`src/cls_pkg.sv`:
```
`default_nettype none
package cls_pkg;
    // Location selector codes
    localparam logic [7:0] SEL_FIXED_PRIMARY   = 8'h00;
    localparam logic [7:0] SEL_FIXED_SECONDARY = 8'h01;
    localparam logic [7:0] SEL_ADAPTER_A_CW    = 8'h02;
    localparam logic [7:0] SEL_DIN_ONE         = 8'h03;
    localparam logic [7:0] SEL_DIN_TWO         = 8'h04;
    localparam logic [7:0] SEL_DIN_SIX         = 8'h08;
    localparam logic [7:0] SEL_TIMED_ONE       = 8'h13;
    localparam logic [7:0] SEL_TIMED_THREE     = 8'h15;
    localparam logic [7:0] SEL_SUPV_ONE        = 8'h19;
    localparam logic [7:0] SEL_SUPV_THREE      = 8'h1b;
    localparam logic [7:0] SEL_EMB_CW          = 8'h20;
    localparam int         CW_LOC_BIT          = 11;

    // Control mode codes
    localparam logic [2:0] MODE_NONE   = 3'h1;
    localparam logic [2:0] MODE_SPEED  = 3'h2;
    localparam logic [2:0] MODE_TORQUE = 3'h3;
    localparam logic [2:0] MODE_MIN    = 3'h4;
    localparam logic [2:0] MODE_MAX    = 3'h5;

    // Register map (word offsets as byte addresses)
    localparam logic [3:0] REG_LOC_SEL   = 4'h0;
    localparam logic [3:0] REG_MODE      = 4'h4;
    localparam logic [3:0] REG_STATUS    = 4'h8;
    localparam logic [3:0] REG_TORQUE    = 4'hc;
    localparam logic [7:0] RST_LOC_SEL   = 8'h00;
    localparam logic [2:0] RST_MODE      = MODE_SPEED;
    localparam int         ST_LOC_BIT    = 0;
    localparam int         ST_HOLD_BIT   = 1;
    localparam int         ST_MODE_LSB   = 4;

    typedef struct packed {
        logic [15:0] adapter_a_cw;
        logic [15:0] emb_cw;
        logic [5:0]  din_delayed;
        logic [2:0]  timed_status;
        logic [2:0]  supv_status;
    } cls_bits_t;

    typedef struct packed {
        logic [31:0] adr;
        logic [31:0] dat;
        logic [3:0]  sel;
        logic        we;
        logic        cyc;
        logic        stb;
    } cls_wb_req_t;
endpackage : cls_pkg
`default_nettype wire

```
`src/cls_torque_select.sv`:
```
`timescale 1ns/1ps
`default_nettype none
// Torque reference selector for the primary location
module cls_torque_select
    import cls_pkg::*;
#(
    parameter int W = 16
) (
    input  wire logic                i_sys_clk,
    input  wire logic                i_reset_n,
    input  wire logic                i_ce,
    input  wire logic [2:0]          i_mode,
    input  wire logic signed [W-1:0] i_speed_ctrl,
    input  wire logic signed [W-1:0] i_torque_ramp,
    input  wire logic signed [W-1:0] i_speed_err,
    output logic signed [W-1:0]      o_torque_ref,
    output logic                     o_hold
);
    logic signed [W-1:0] next_torque_ref;
    logic                next_hold;
    logic                err_neg;
    logic                err_pos;

    assign err_neg = i_speed_err < 0;
    assign err_pos = i_speed_err > 0;

    always_comb begin
        next_hold = 1'b0;
        next_torque_ref = i_speed_ctrl;
        case (i_mode)
            MODE_NONE:   next_torque_ref = '0;
            MODE_SPEED:  next_torque_ref = i_speed_ctrl;
            MODE_TORQUE: next_torque_ref = i_torque_ramp;
            MODE_MIN: begin
                // Latch onto speed loop until error turns back
                next_hold = err_neg | (o_hold & ~err_pos);
                if (next_hold)
                    next_torque_ref = i_speed_ctrl;
                else
                    next_torque_ref = (i_speed_ctrl < i_torque_ramp) ?
                                      i_speed_ctrl : i_torque_ramp;
            end
            MODE_MAX: begin
                next_hold = err_pos | (o_hold & ~err_neg);
                if (next_hold)
                    next_torque_ref = i_speed_ctrl;
                else
                    next_torque_ref = (i_speed_ctrl > i_torque_ramp) ?
                                      i_speed_ctrl : i_torque_ramp;
            end
            default: next_torque_ref = i_speed_ctrl;
        endcase
    end

    always_ff @(posedge i_sys_clk) begin
        if (!i_reset_n) begin
            o_torque_ref <= '0;
            o_hold       <= 1'b0;
        end else if (i_ce) begin
            o_torque_ref <= next_torque_ref;
            o_hold       <= next_hold;
        end
    end
endmodule : cls_torque_select
`default_nettype wire

```
`src/cls_location_selector.sv`:
```
`timescale 1ns/1ps
`default_nettype none
module cls_location_selector
    import cls_pkg::*;
#(
    parameter int W = 16
) (
    input  wire logic                i_sys_clk,
    input  wire logic                i_reset_n,
    input  wire logic                i_ce,
    input  wire cls_bits_t           i_bits,
    input  wire logic signed [W-1:0] i_speed_ctrl,
    input  wire logic signed [W-1:0] i_torque_ramp,
    input  wire logic signed [W-1:0] i_speed_err,
    input  wire logic [31:0]         i_wb_adr,
    input  wire logic [31:0]         i_wb_dat,
    input  wire logic [3:0]          i_wb_sel,
    input  wire logic                i_wb_we,
    input  wire logic                i_wb_cyc,
    input  wire logic                i_wb_stb,
    output logic [31:0]              o_wb_dat,
    output logic                     o_wb_ack,
    output logic                     o_location_secondary,
    output logic signed [W-1:0]      o_torque_ref
);
    logic [7:0]          loc_sel;
    logic [2:0]          mode;
    logic                location_secondary;
    logic [7:0]          next_loc_sel;
    logic [2:0]          next_mode;
    logic                next_location;
    logic [31:0]         next_wb_dat;
    logic                next_wb_ack;
    logic                hold;
    logic                bus_req;

    function automatic logic pick_location(input logic [7:0] s, input cls_bits_t b,
                                           input logic cur);
        logic r;
        r = cur;
        if (s == SEL_FIXED_PRIMARY)
            r = 1'b0;
        else if (s == SEL_FIXED_SECONDARY)
            r = 1'b1;
        else if (s == SEL_ADAPTER_A_CW)
            r = b.adapter_a_cw[CW_LOC_BIT];
        else if (s >= SEL_DIN_ONE && s <= SEL_DIN_SIX)
            r = b.din_delayed[3'(s - SEL_DIN_ONE)];
        else if (s >= SEL_TIMED_ONE && s <= SEL_TIMED_THREE)
            r = b.timed_status[2'(s - SEL_TIMED_ONE)];
        else if (s >= SEL_SUPV_ONE && s <= SEL_SUPV_THREE)
            r = b.supv_status[2'(s - SEL_SUPV_ONE)];
        else if (s == SEL_EMB_CW)
            r = b.emb_cw[CW_LOC_BIT];
        return r;
    endfunction : pick_location

    // Unknown modes are refused so the selector never sees a bad code
    function automatic logic mode_valid(input logic [2:0] m);
        return m >= MODE_NONE && m <= MODE_MAX;
    endfunction : mode_valid

    assign bus_req = i_wb_cyc & i_wb_stb & ~o_wb_ack;

    always_comb begin
        next_loc_sel  = loc_sel;
        next_mode     = mode;
        next_wb_ack   = bus_req;
        next_wb_dat   = 32'h0000_0000;
        if (bus_req && i_wb_we && i_wb_sel[0]) begin
            if (i_wb_adr[3:0] == REG_LOC_SEL)
                next_loc_sel = i_wb_dat[7:0];
            else if (i_wb_adr[3:0] == REG_MODE && mode_valid(i_wb_dat[2:0]))
                next_mode = i_wb_dat[2:0];
        end
        if (bus_req && !i_wb_we) begin
            case (i_wb_adr[3:0])
                REG_LOC_SEL: next_wb_dat = {24'h00_0000, loc_sel};
                REG_MODE:    next_wb_dat = {29'h0000_0000, mode};
                REG_STATUS: begin
                    next_wb_dat[ST_LOC_BIT]                  = location_secondary;
                    next_wb_dat[ST_HOLD_BIT]                 = hold;
                    next_wb_dat[ST_MODE_LSB+2:ST_MODE_LSB]   = mode;
                end
                REG_TORQUE:  next_wb_dat = 32'(o_torque_ref);
                default:     next_wb_dat = 32'h0000_0000;
            endcase
        end
        next_location = pick_location(loc_sel, i_bits, location_secondary);
    end

    always_ff @(posedge i_sys_clk) begin
        if (!i_reset_n) begin
            loc_sel            <= RST_LOC_SEL;
            mode               <= RST_MODE;
            location_secondary <= 1'b0;
            o_wb_ack           <= 1'b0;
            o_wb_dat           <= 32'h0000_0000;
        end else if (i_ce) begin
            loc_sel            <= next_loc_sel;
            mode               <= next_mode;
            location_secondary <= next_location;
            o_wb_ack           <= next_wb_ack;
            o_wb_dat           <= next_wb_dat;
        end
    end

    assign o_location_secondary = location_secondary;

    cls_torque_select #(
        .W(W)
    ) cls_torque_select_inst (
        .i_sys_clk    (i_sys_clk),
        .i_reset_n    (i_reset_n),
        .i_ce         (i_ce),
        .i_mode       (mode),
        .i_speed_ctrl (i_speed_ctrl),
        .i_torque_ramp(i_torque_ramp),
        .i_speed_err  (i_speed_err),
        .o_torque_ref (o_torque_ref),
        .o_hold       (hold)
    );
endmodule : cls_location_selector
`default_nettype wire

```
`config.mk`:
```
export PLATFORM = sky130hd
export DESIGN_NAME = cls_location_selector
export DESIGN_NICKNAME = d
export VERILOG_FILES = /design/src/cls_pkg.sv /design/src/cls_torque_select.sv /design/src/cls_location_selector.sv
export SDC_FILE = /design/constraint.sdc
export NUM_CORES = 1
export LEC_CHECK = 0
export BUFFER_PORTS_ARGS = -buffer_cell sky130_fd_sc_hd__buf_2
export CELL_PAD_IN_SITES_DETAIL_PLACEMENT = 0
export CELL_PAD_IN_SITES_GLOBAL_PLACEMENT = 1
export CORE_ASPECT_RATIO = 0.5
export CORE_MARGIN = 2
export CORE_UTILIZATION = 27
export CTS_BUF_LIST = sky130_fd_sc_hd__clkbuf_2
export CTS_CLUSTER_DIAMETER = 150
export DETAILED_ROUTE_END_ITERATION = 12
export GPL_TIMING_DRIVEN = 1
export HOLD_SLACK_MARGIN = 0.1
export MAX_ROUTING_LAYER = met4
export PLACE_DENSITY_LB_ADDON = 0.15
export SLEW_MARGIN = 10
export SYNTH_ARGS = -nofsm -noshare
export SYNTH_HDL_FRONTEND = slang
export SYNTH_SLANG_ARGS = --single-unit
```
`constraint.sdc`:
```
create_clock -name i_sys_clk -period 2.4 [get_ports i_sys_clk]
set_clock_uncertainty 0.15 [all_clocks]
set_input_delay 0.48 -clock i_sys_clk [delete_from_list [all_inputs] [get_ports i_sys_clk]]
set_output_delay 0.48 -clock i_sys_clk [all_outputs]
set_load 0.02 [all_outputs]
```
* After elaboration in Yosys (flattened, before gate mapping)
Index checks and enable logic that the tools add are counted.
Storage, ports and cells: bits in registers 62, input bits 166, output and inout bits 50, logic and storage cells 84
Cells by class: add/sub/neg operators 3, magnitude comparators 15, equal/unequal tests 10, mux-type cells 24, bitwise gates (word level) 10, reduce and logical (&&, ||, !) cells 15
Operator list (number):
- $mux 16 | 4
- $pmux 16 s4 | 1
- $pmux 25 s2 | 1
- $mux 32 | 1
- $ge 8x5->1 const B | 2
- $gt 16x1->1 const B | 1
- $gt 16x16->1 | 1
- $le 8x5->1 const B | 2
- $lt 16x1->1 const B | 1
- $lt 16x16->1 | 1
- $mux 1 | 10
- $pmux 3 s3 | 1
- $eq 4x4->1 const B | 2
- $eq 8x1->1 const B | 1
- $eq 8x2->1 const B | 1
- $eq 8x6->1 const B | 1
- $ge 8x2->1 const B | 1
- $le 8x4->1 const B | 1
- $logic_and 1x1->1 | 8
- $logic_not 8->1 | 1
- $pmux 2 s4 | 1
- $reduce_bool 7->1 | 1
- $eq 3x3->1 const B | 2
- $lt 2x3->1 const B | 2
- other kinds (21) | 29

* Logic depth before layout (Yosys ltp)
word-level depth 9, depth in mapped cells 11, mapped depth without buffers 9

* Hierarchy
Synthesis repeated with hierarchy kept, for this count alone.
Second synthesis, totals: cells, all modules 377, area total of the unflattened synthesis 3225.6 µm²
Modules (own cells, without submodules):
- cls_location_selector | times used 1, cells each 195, area each 1804.2 µm²
- cls_torque_select | times used 1, cells each 182, area each 1421.4 µm²

* Worst setup path before layout
Ideal clock, no wire load.
path kind input port to flip-flop, start input i_torque_ramp[15], end register cls_torque_select_inst.o_torque_ref[14], arrival 2.376 ns, slack -0.214 ns, stages 10, buffers on the path 2, path through inv_1 > ha_1 > nand4_2 > a2111o_1 > a41oi_2 > a211oi_1 > or3_1 > buf_6 > buf_12 > o32ai_2
Between the ends: longest elaborated chain between the ends 4, elaborated cells between the ends (all ways) 7, those cells by class 2 x order compare; 5 x mux
Ends and longest elaborated chain:
- start, declared | RTL line cls_location_selector.sv:13 | input wire logic signed [W-1:0] i_torque_ramp,
- $gt 16x16->1 or $lt 16x16->1 (tied branches) | RTL line cls_torque_select.sv:48, cls_torque_select.sv:40
- $mux 16, on equally long branches | RTL line cls_torque_select.sv:48, cls_torque_select.sv:40
- $mux 16, on equally long branches | RTL line cls_torque_select.sv:45, cls_torque_select.sv:37
- $pmux 16 s4 (*) | RTL line cls_torque_select.sv:30 | case (i_mode)
- end signal, assigned | RTL line cls_torque_select.sv:60 | o_torque_ref <= next_torque_ref;
- end, declared | RTL line cls_torque_select.sv:16 | output logic signed [W-1:0] o_torque_ref,
Every way passes the cells marked *; elsewhere a longest branch is shown, timed or not. A chain may end at the register's enable or synchronous reset.

* Final worst setup path
start input i_torque_ramp[1], end register cls_torque_select_inst.o_torque_ref[6]
Same word-level chain as after synthesis.

==> out/results.md <==
| Quantity | This run |
| --- | --- |
| Run status | completed |
| Final hold viol count | 0 |
| Number of inserted filler cells in the final layout | 1,232 |
| Mapped Avg Cell Area | 8.799 µm² |
| Post-DR vias/cell | 4.678 |
| Peak Freq | 418.5 MHz |
| Number of core rows | 28 |
| CTS Root Cell | clkbuf_2 |
| Largest vdd supply drop | 139.6 µV |
| Area of combinational cells with multiple inputs | 2085 µm² |
| Synth Net Count | 552 |
| Wire length of the first global-routing pass | 15.79 mm |
| Die H | 81.23 µm |
| Areal power density over the cells | 355.7 nW/µm² |
| Most instantiated flip-flop cell in the synthesis netlist | dfxtp_1 |
| Post-synthesis cell count | 366 |
| CTS H-tree depth | 2 |
| Later-pin clock latency in the skew report | 0.44 ns |
| Area growth, synth to finish | 39.47% |
| Post-Layout Cell Count | 686 |
| Count of placed standard cells including taps | 671 |
| Final net count | 706 |
| Final-report max-slew violation count | 0 |
| Placeable core region | 11,740 µm² |
| Via count | 3,209 |
| Total routed wirelength | 10.28 mm |
| Worst Setup SP | i_torque_ramp[1] |
| Iter 0 DRT Violations | 159 |
| Buffer levels on the longest clock path | 2 |
| Data required time of the critical path | 2.62 ns |
| Sum of net half-perimeters after detailed placement | 7.807 mm |
| Hold Crit Class | primary input to flip-flop |
| Worst slew pin tran | 0.4279 ns |
| FFs w/ async S/R, synth | 0% |
| TritonCTS sink count | 46 |
| Cell area after synthesis | 3221 µm² |
| Critical register-to-register path startpoint | loc_sel[0]$_SDFFE_PN0P_ |
| Wire length per cell | 14.99 µm |
| Number of antenna violations at the first check in global routing | 1 |
| DRC violations left | 0 |
| Worst Path Class, Setup | primary input to flip-flop |
| IO Port Bufs | 130 |
| Count of synthesis-stage warnings from yosys | 0 |
| Most frequent cells in the layout | 128 x buf_2, 47 x buf_4, 46 x nor2_1, 46 x dfxtp_1, 22 x o21ai_0 |
| Global routing usage summed across all routing layers | 16.27% |
| Maximum number of pins on one net before global-route repair | 36 |
| Critical Path Sink | cls_torque_select_inst.o_torque_ref[6]$_SDFFE_PN0P_ |
| Sum of met3 wire segment lengths after detailed routing | 387 µm |
| Overall power after layout | 0.001598 W |
| Crit. End Element | flip-flop |
| Hold WS | 0.1539 ns |
| Arrival @ worst endpoint | 2.61 ns |
| Distinct cell type count of the synthesized netlist | 56 |
| Vias in the first global route | 3,015 |
| Die Footprint | 12,870 µm² |
| First-pass iteration count of the detailed router | 4 |
| Unrepaired setup endpoints after global routing | true |
| Top routing layer in use | met4 |
| Worst R2R End | o_location_secondary$_SDFFE_PN0P_ |
| Antenna Nets Post-Route | 0 |
| Grt ovf | 0 |
| Worst-case reg-to-reg path depth | 8 |
| Crit start category | primary input |
| Final min period | 2.390 ns |
| Number of I/O pins | 216 |
| Flop-to-flop setup slack | 0.24 ns |
| Final setup vio count | 0 |
| Remaining max-slew budget at the tightest pin | 70.74% |
| Fraction of layout instances using a drive strength above 1 | 44.81% |
| Number of enable-type register cells in the synthesized netlist | 0 |
| Initial core utilization | 27.44% |
| Wire length on met1 | 5.352 mm |
| CTS tree | yes |
| Post-synthesis register bit count | 46 |
| Post-route fraction of the period consumed by the critical path | 99.57% |
| Number of maximum-capacitance constraint violations | 0 |
| Standby leakage power | 1.994 nW |
| Maximum fanout along the worst path | 7 |
| Number of buffers added by the clock tree synthesis step | 5 |
| Horizontal extent of the die | 158.5 µm |
| Sequential standard cell area | 920.9 µm² |
| Weighted congestion reported at the end of routability-driven placement | 0.7601 |
| CTS clock-pin slew for the worst setup and hold paths | 0.26 ns |
| Leading cell type in the layout, fill and taps excluded | buf_2 |
| Total met2 wirelength after detailed routing | 4.512 mm |
| Seq/Total Area, Yosys | 28.59% |
final cells by class:
cell class / count / share of cell area (%)
Multi-Input combinational cell: 258 / 46.41
Timing Repair Buffer: 185 / 25.38
Sequential cell: 46 / 20.50
Tap cell: 165 / 4.596
Inverter: 24 / 2.284
Clock buffer: 5 / 0.5571
Clock inverter: 2 / 0.2228
Antenna cell: 1 / 0.05571
critical path, stage by stage:
cell and delay (ns):
buf_12 0.09, inv_12 0.03, ha_4 0.25, nor2b_4 0.11, o211ai_1 0.10, a2111o_1 0.47, a41oi_2 0.28, a211oi_2 0.12
or3_4 0.42, clkbuf_16 0.18, o32ai_2 0.08
power by group:
group / leakage (nW) / switching [W] / internal [W]
combinational: 1.59 / 0.000223 / 0.000210
clock: 0.0286 / 0.000278 / 0.0000633
sequential: 0.375 / 0.0000317 / 0.000792
cell families after synthesis:
group / synth area share, %
compound gates: 25.06
xor+xnor: 0.2720
fa+ha+maj: 7.770
buf+inv: 11.69
flops: 28.59
mux: 8.741
simple gates: 17.87
state kept, by name, indices dropped and copies added (netlist names):
register                             count
cls_torque_select_inst.o_torque_ref     16
cls_torque_select_inst.o_hold            1
o_location_secondary                     1
loc_sel                                  8
o_wb_dat                                16
o_wb_ack                                 1
mode                                     3
metrics by stage:
step	setup WS, ns	instance area (µm²)	util (%)	setup TNS, ns
finish	0.01028	4492	38.27	0
floorplan	-0.09776	3307	-	-0.9775
CTS	0.05906	4328	36.88	0
global placement	-0.4375	4263	36.32	-6.609
global route	-0.03023	4492	38.27	-0.2427
detailed placement	-0.4344	4263	36.32	-6.528
per-layer routing:
layer	GRT usage [%]	vias up
met5	-	-
met4	2.162	0
met3	2.348	2
met2	25.30	63
met1	22.98	1495
li1	-	1649
cells in the mapped netlist (all sizes together), types with 4 or more instances:
library cell | count | area [µm²]
a211oi | 4 | 30.03
a211o | 4 | 37.54
inv | 24 | 90.08
nor3 | 5 | 25.02
nor2 | 46 | 172.7
dfxtp | 46 | 920.9
nand2 | 13 | 48.80
o32ai | 15 | 206.5
mux2i | 18 | 180.2
buf | 26 | 212.7
nand3 | 7 | 35.03
nor2b | 5 | 31.28
o2bb2ai | 4 | 35.03
a22oi | 15 | 112.6
a21oi | 9 | 45.04
clkbuf | 7 | 26.28
o21ai | 24 | 120.1
nand4 | 8 | 56.30
o211ai | 17 | 127.6
ha | 20 | 250.2
and2 | 5 | 31.28
nor4 | 4 | 25.02
how the worst min path moves through the flow:
| stage | cells past startpoint | from | endpoint | slack [ns] |
|---|---|---|---|---|
| 5_1_grt | 3 | i_wb_dat[1] | mode[1]$_SDFFE_PN1P_ | 0.11 |
| 3_5_place_dp | 2 | o_wb_dat[3]$_SDFFE_PN0P_ | o_wb_dat[3]$_SDFFE_PN0P_ | 0.33 |
| 3_3_place_gp | 2 | o_wb_dat[3]$_SDFFE_PN0P_ | o_wb_dat[3]$_SDFFE_PN0P_ | 0.33 |
| 4_1_cts | 3 | i_wb_dat[6] | loc_sel[6]$_SDFFE_PN0P_ | 0.11 |
| 6_report | 3 | i_wb_dat[1] | mode[1]$_SDFFE_PN1P_ | 0.15 |
| 2_1_floorplan | 2 | loc_sel[5]$_SDFFE_PN0P_ | loc_sel[5]$_SDFFE_PN0P_ | 0.34 |
timing repair:
action                     in CTS  in global routing
setup endpoints to repair       0                 15
hold endpoints to repair        3                  2
buffers inserted                0                  1
hold buffers                    3                  2
gates resized for setup         0                 21
Note: power is estimated with default switching activity, not from simulation.
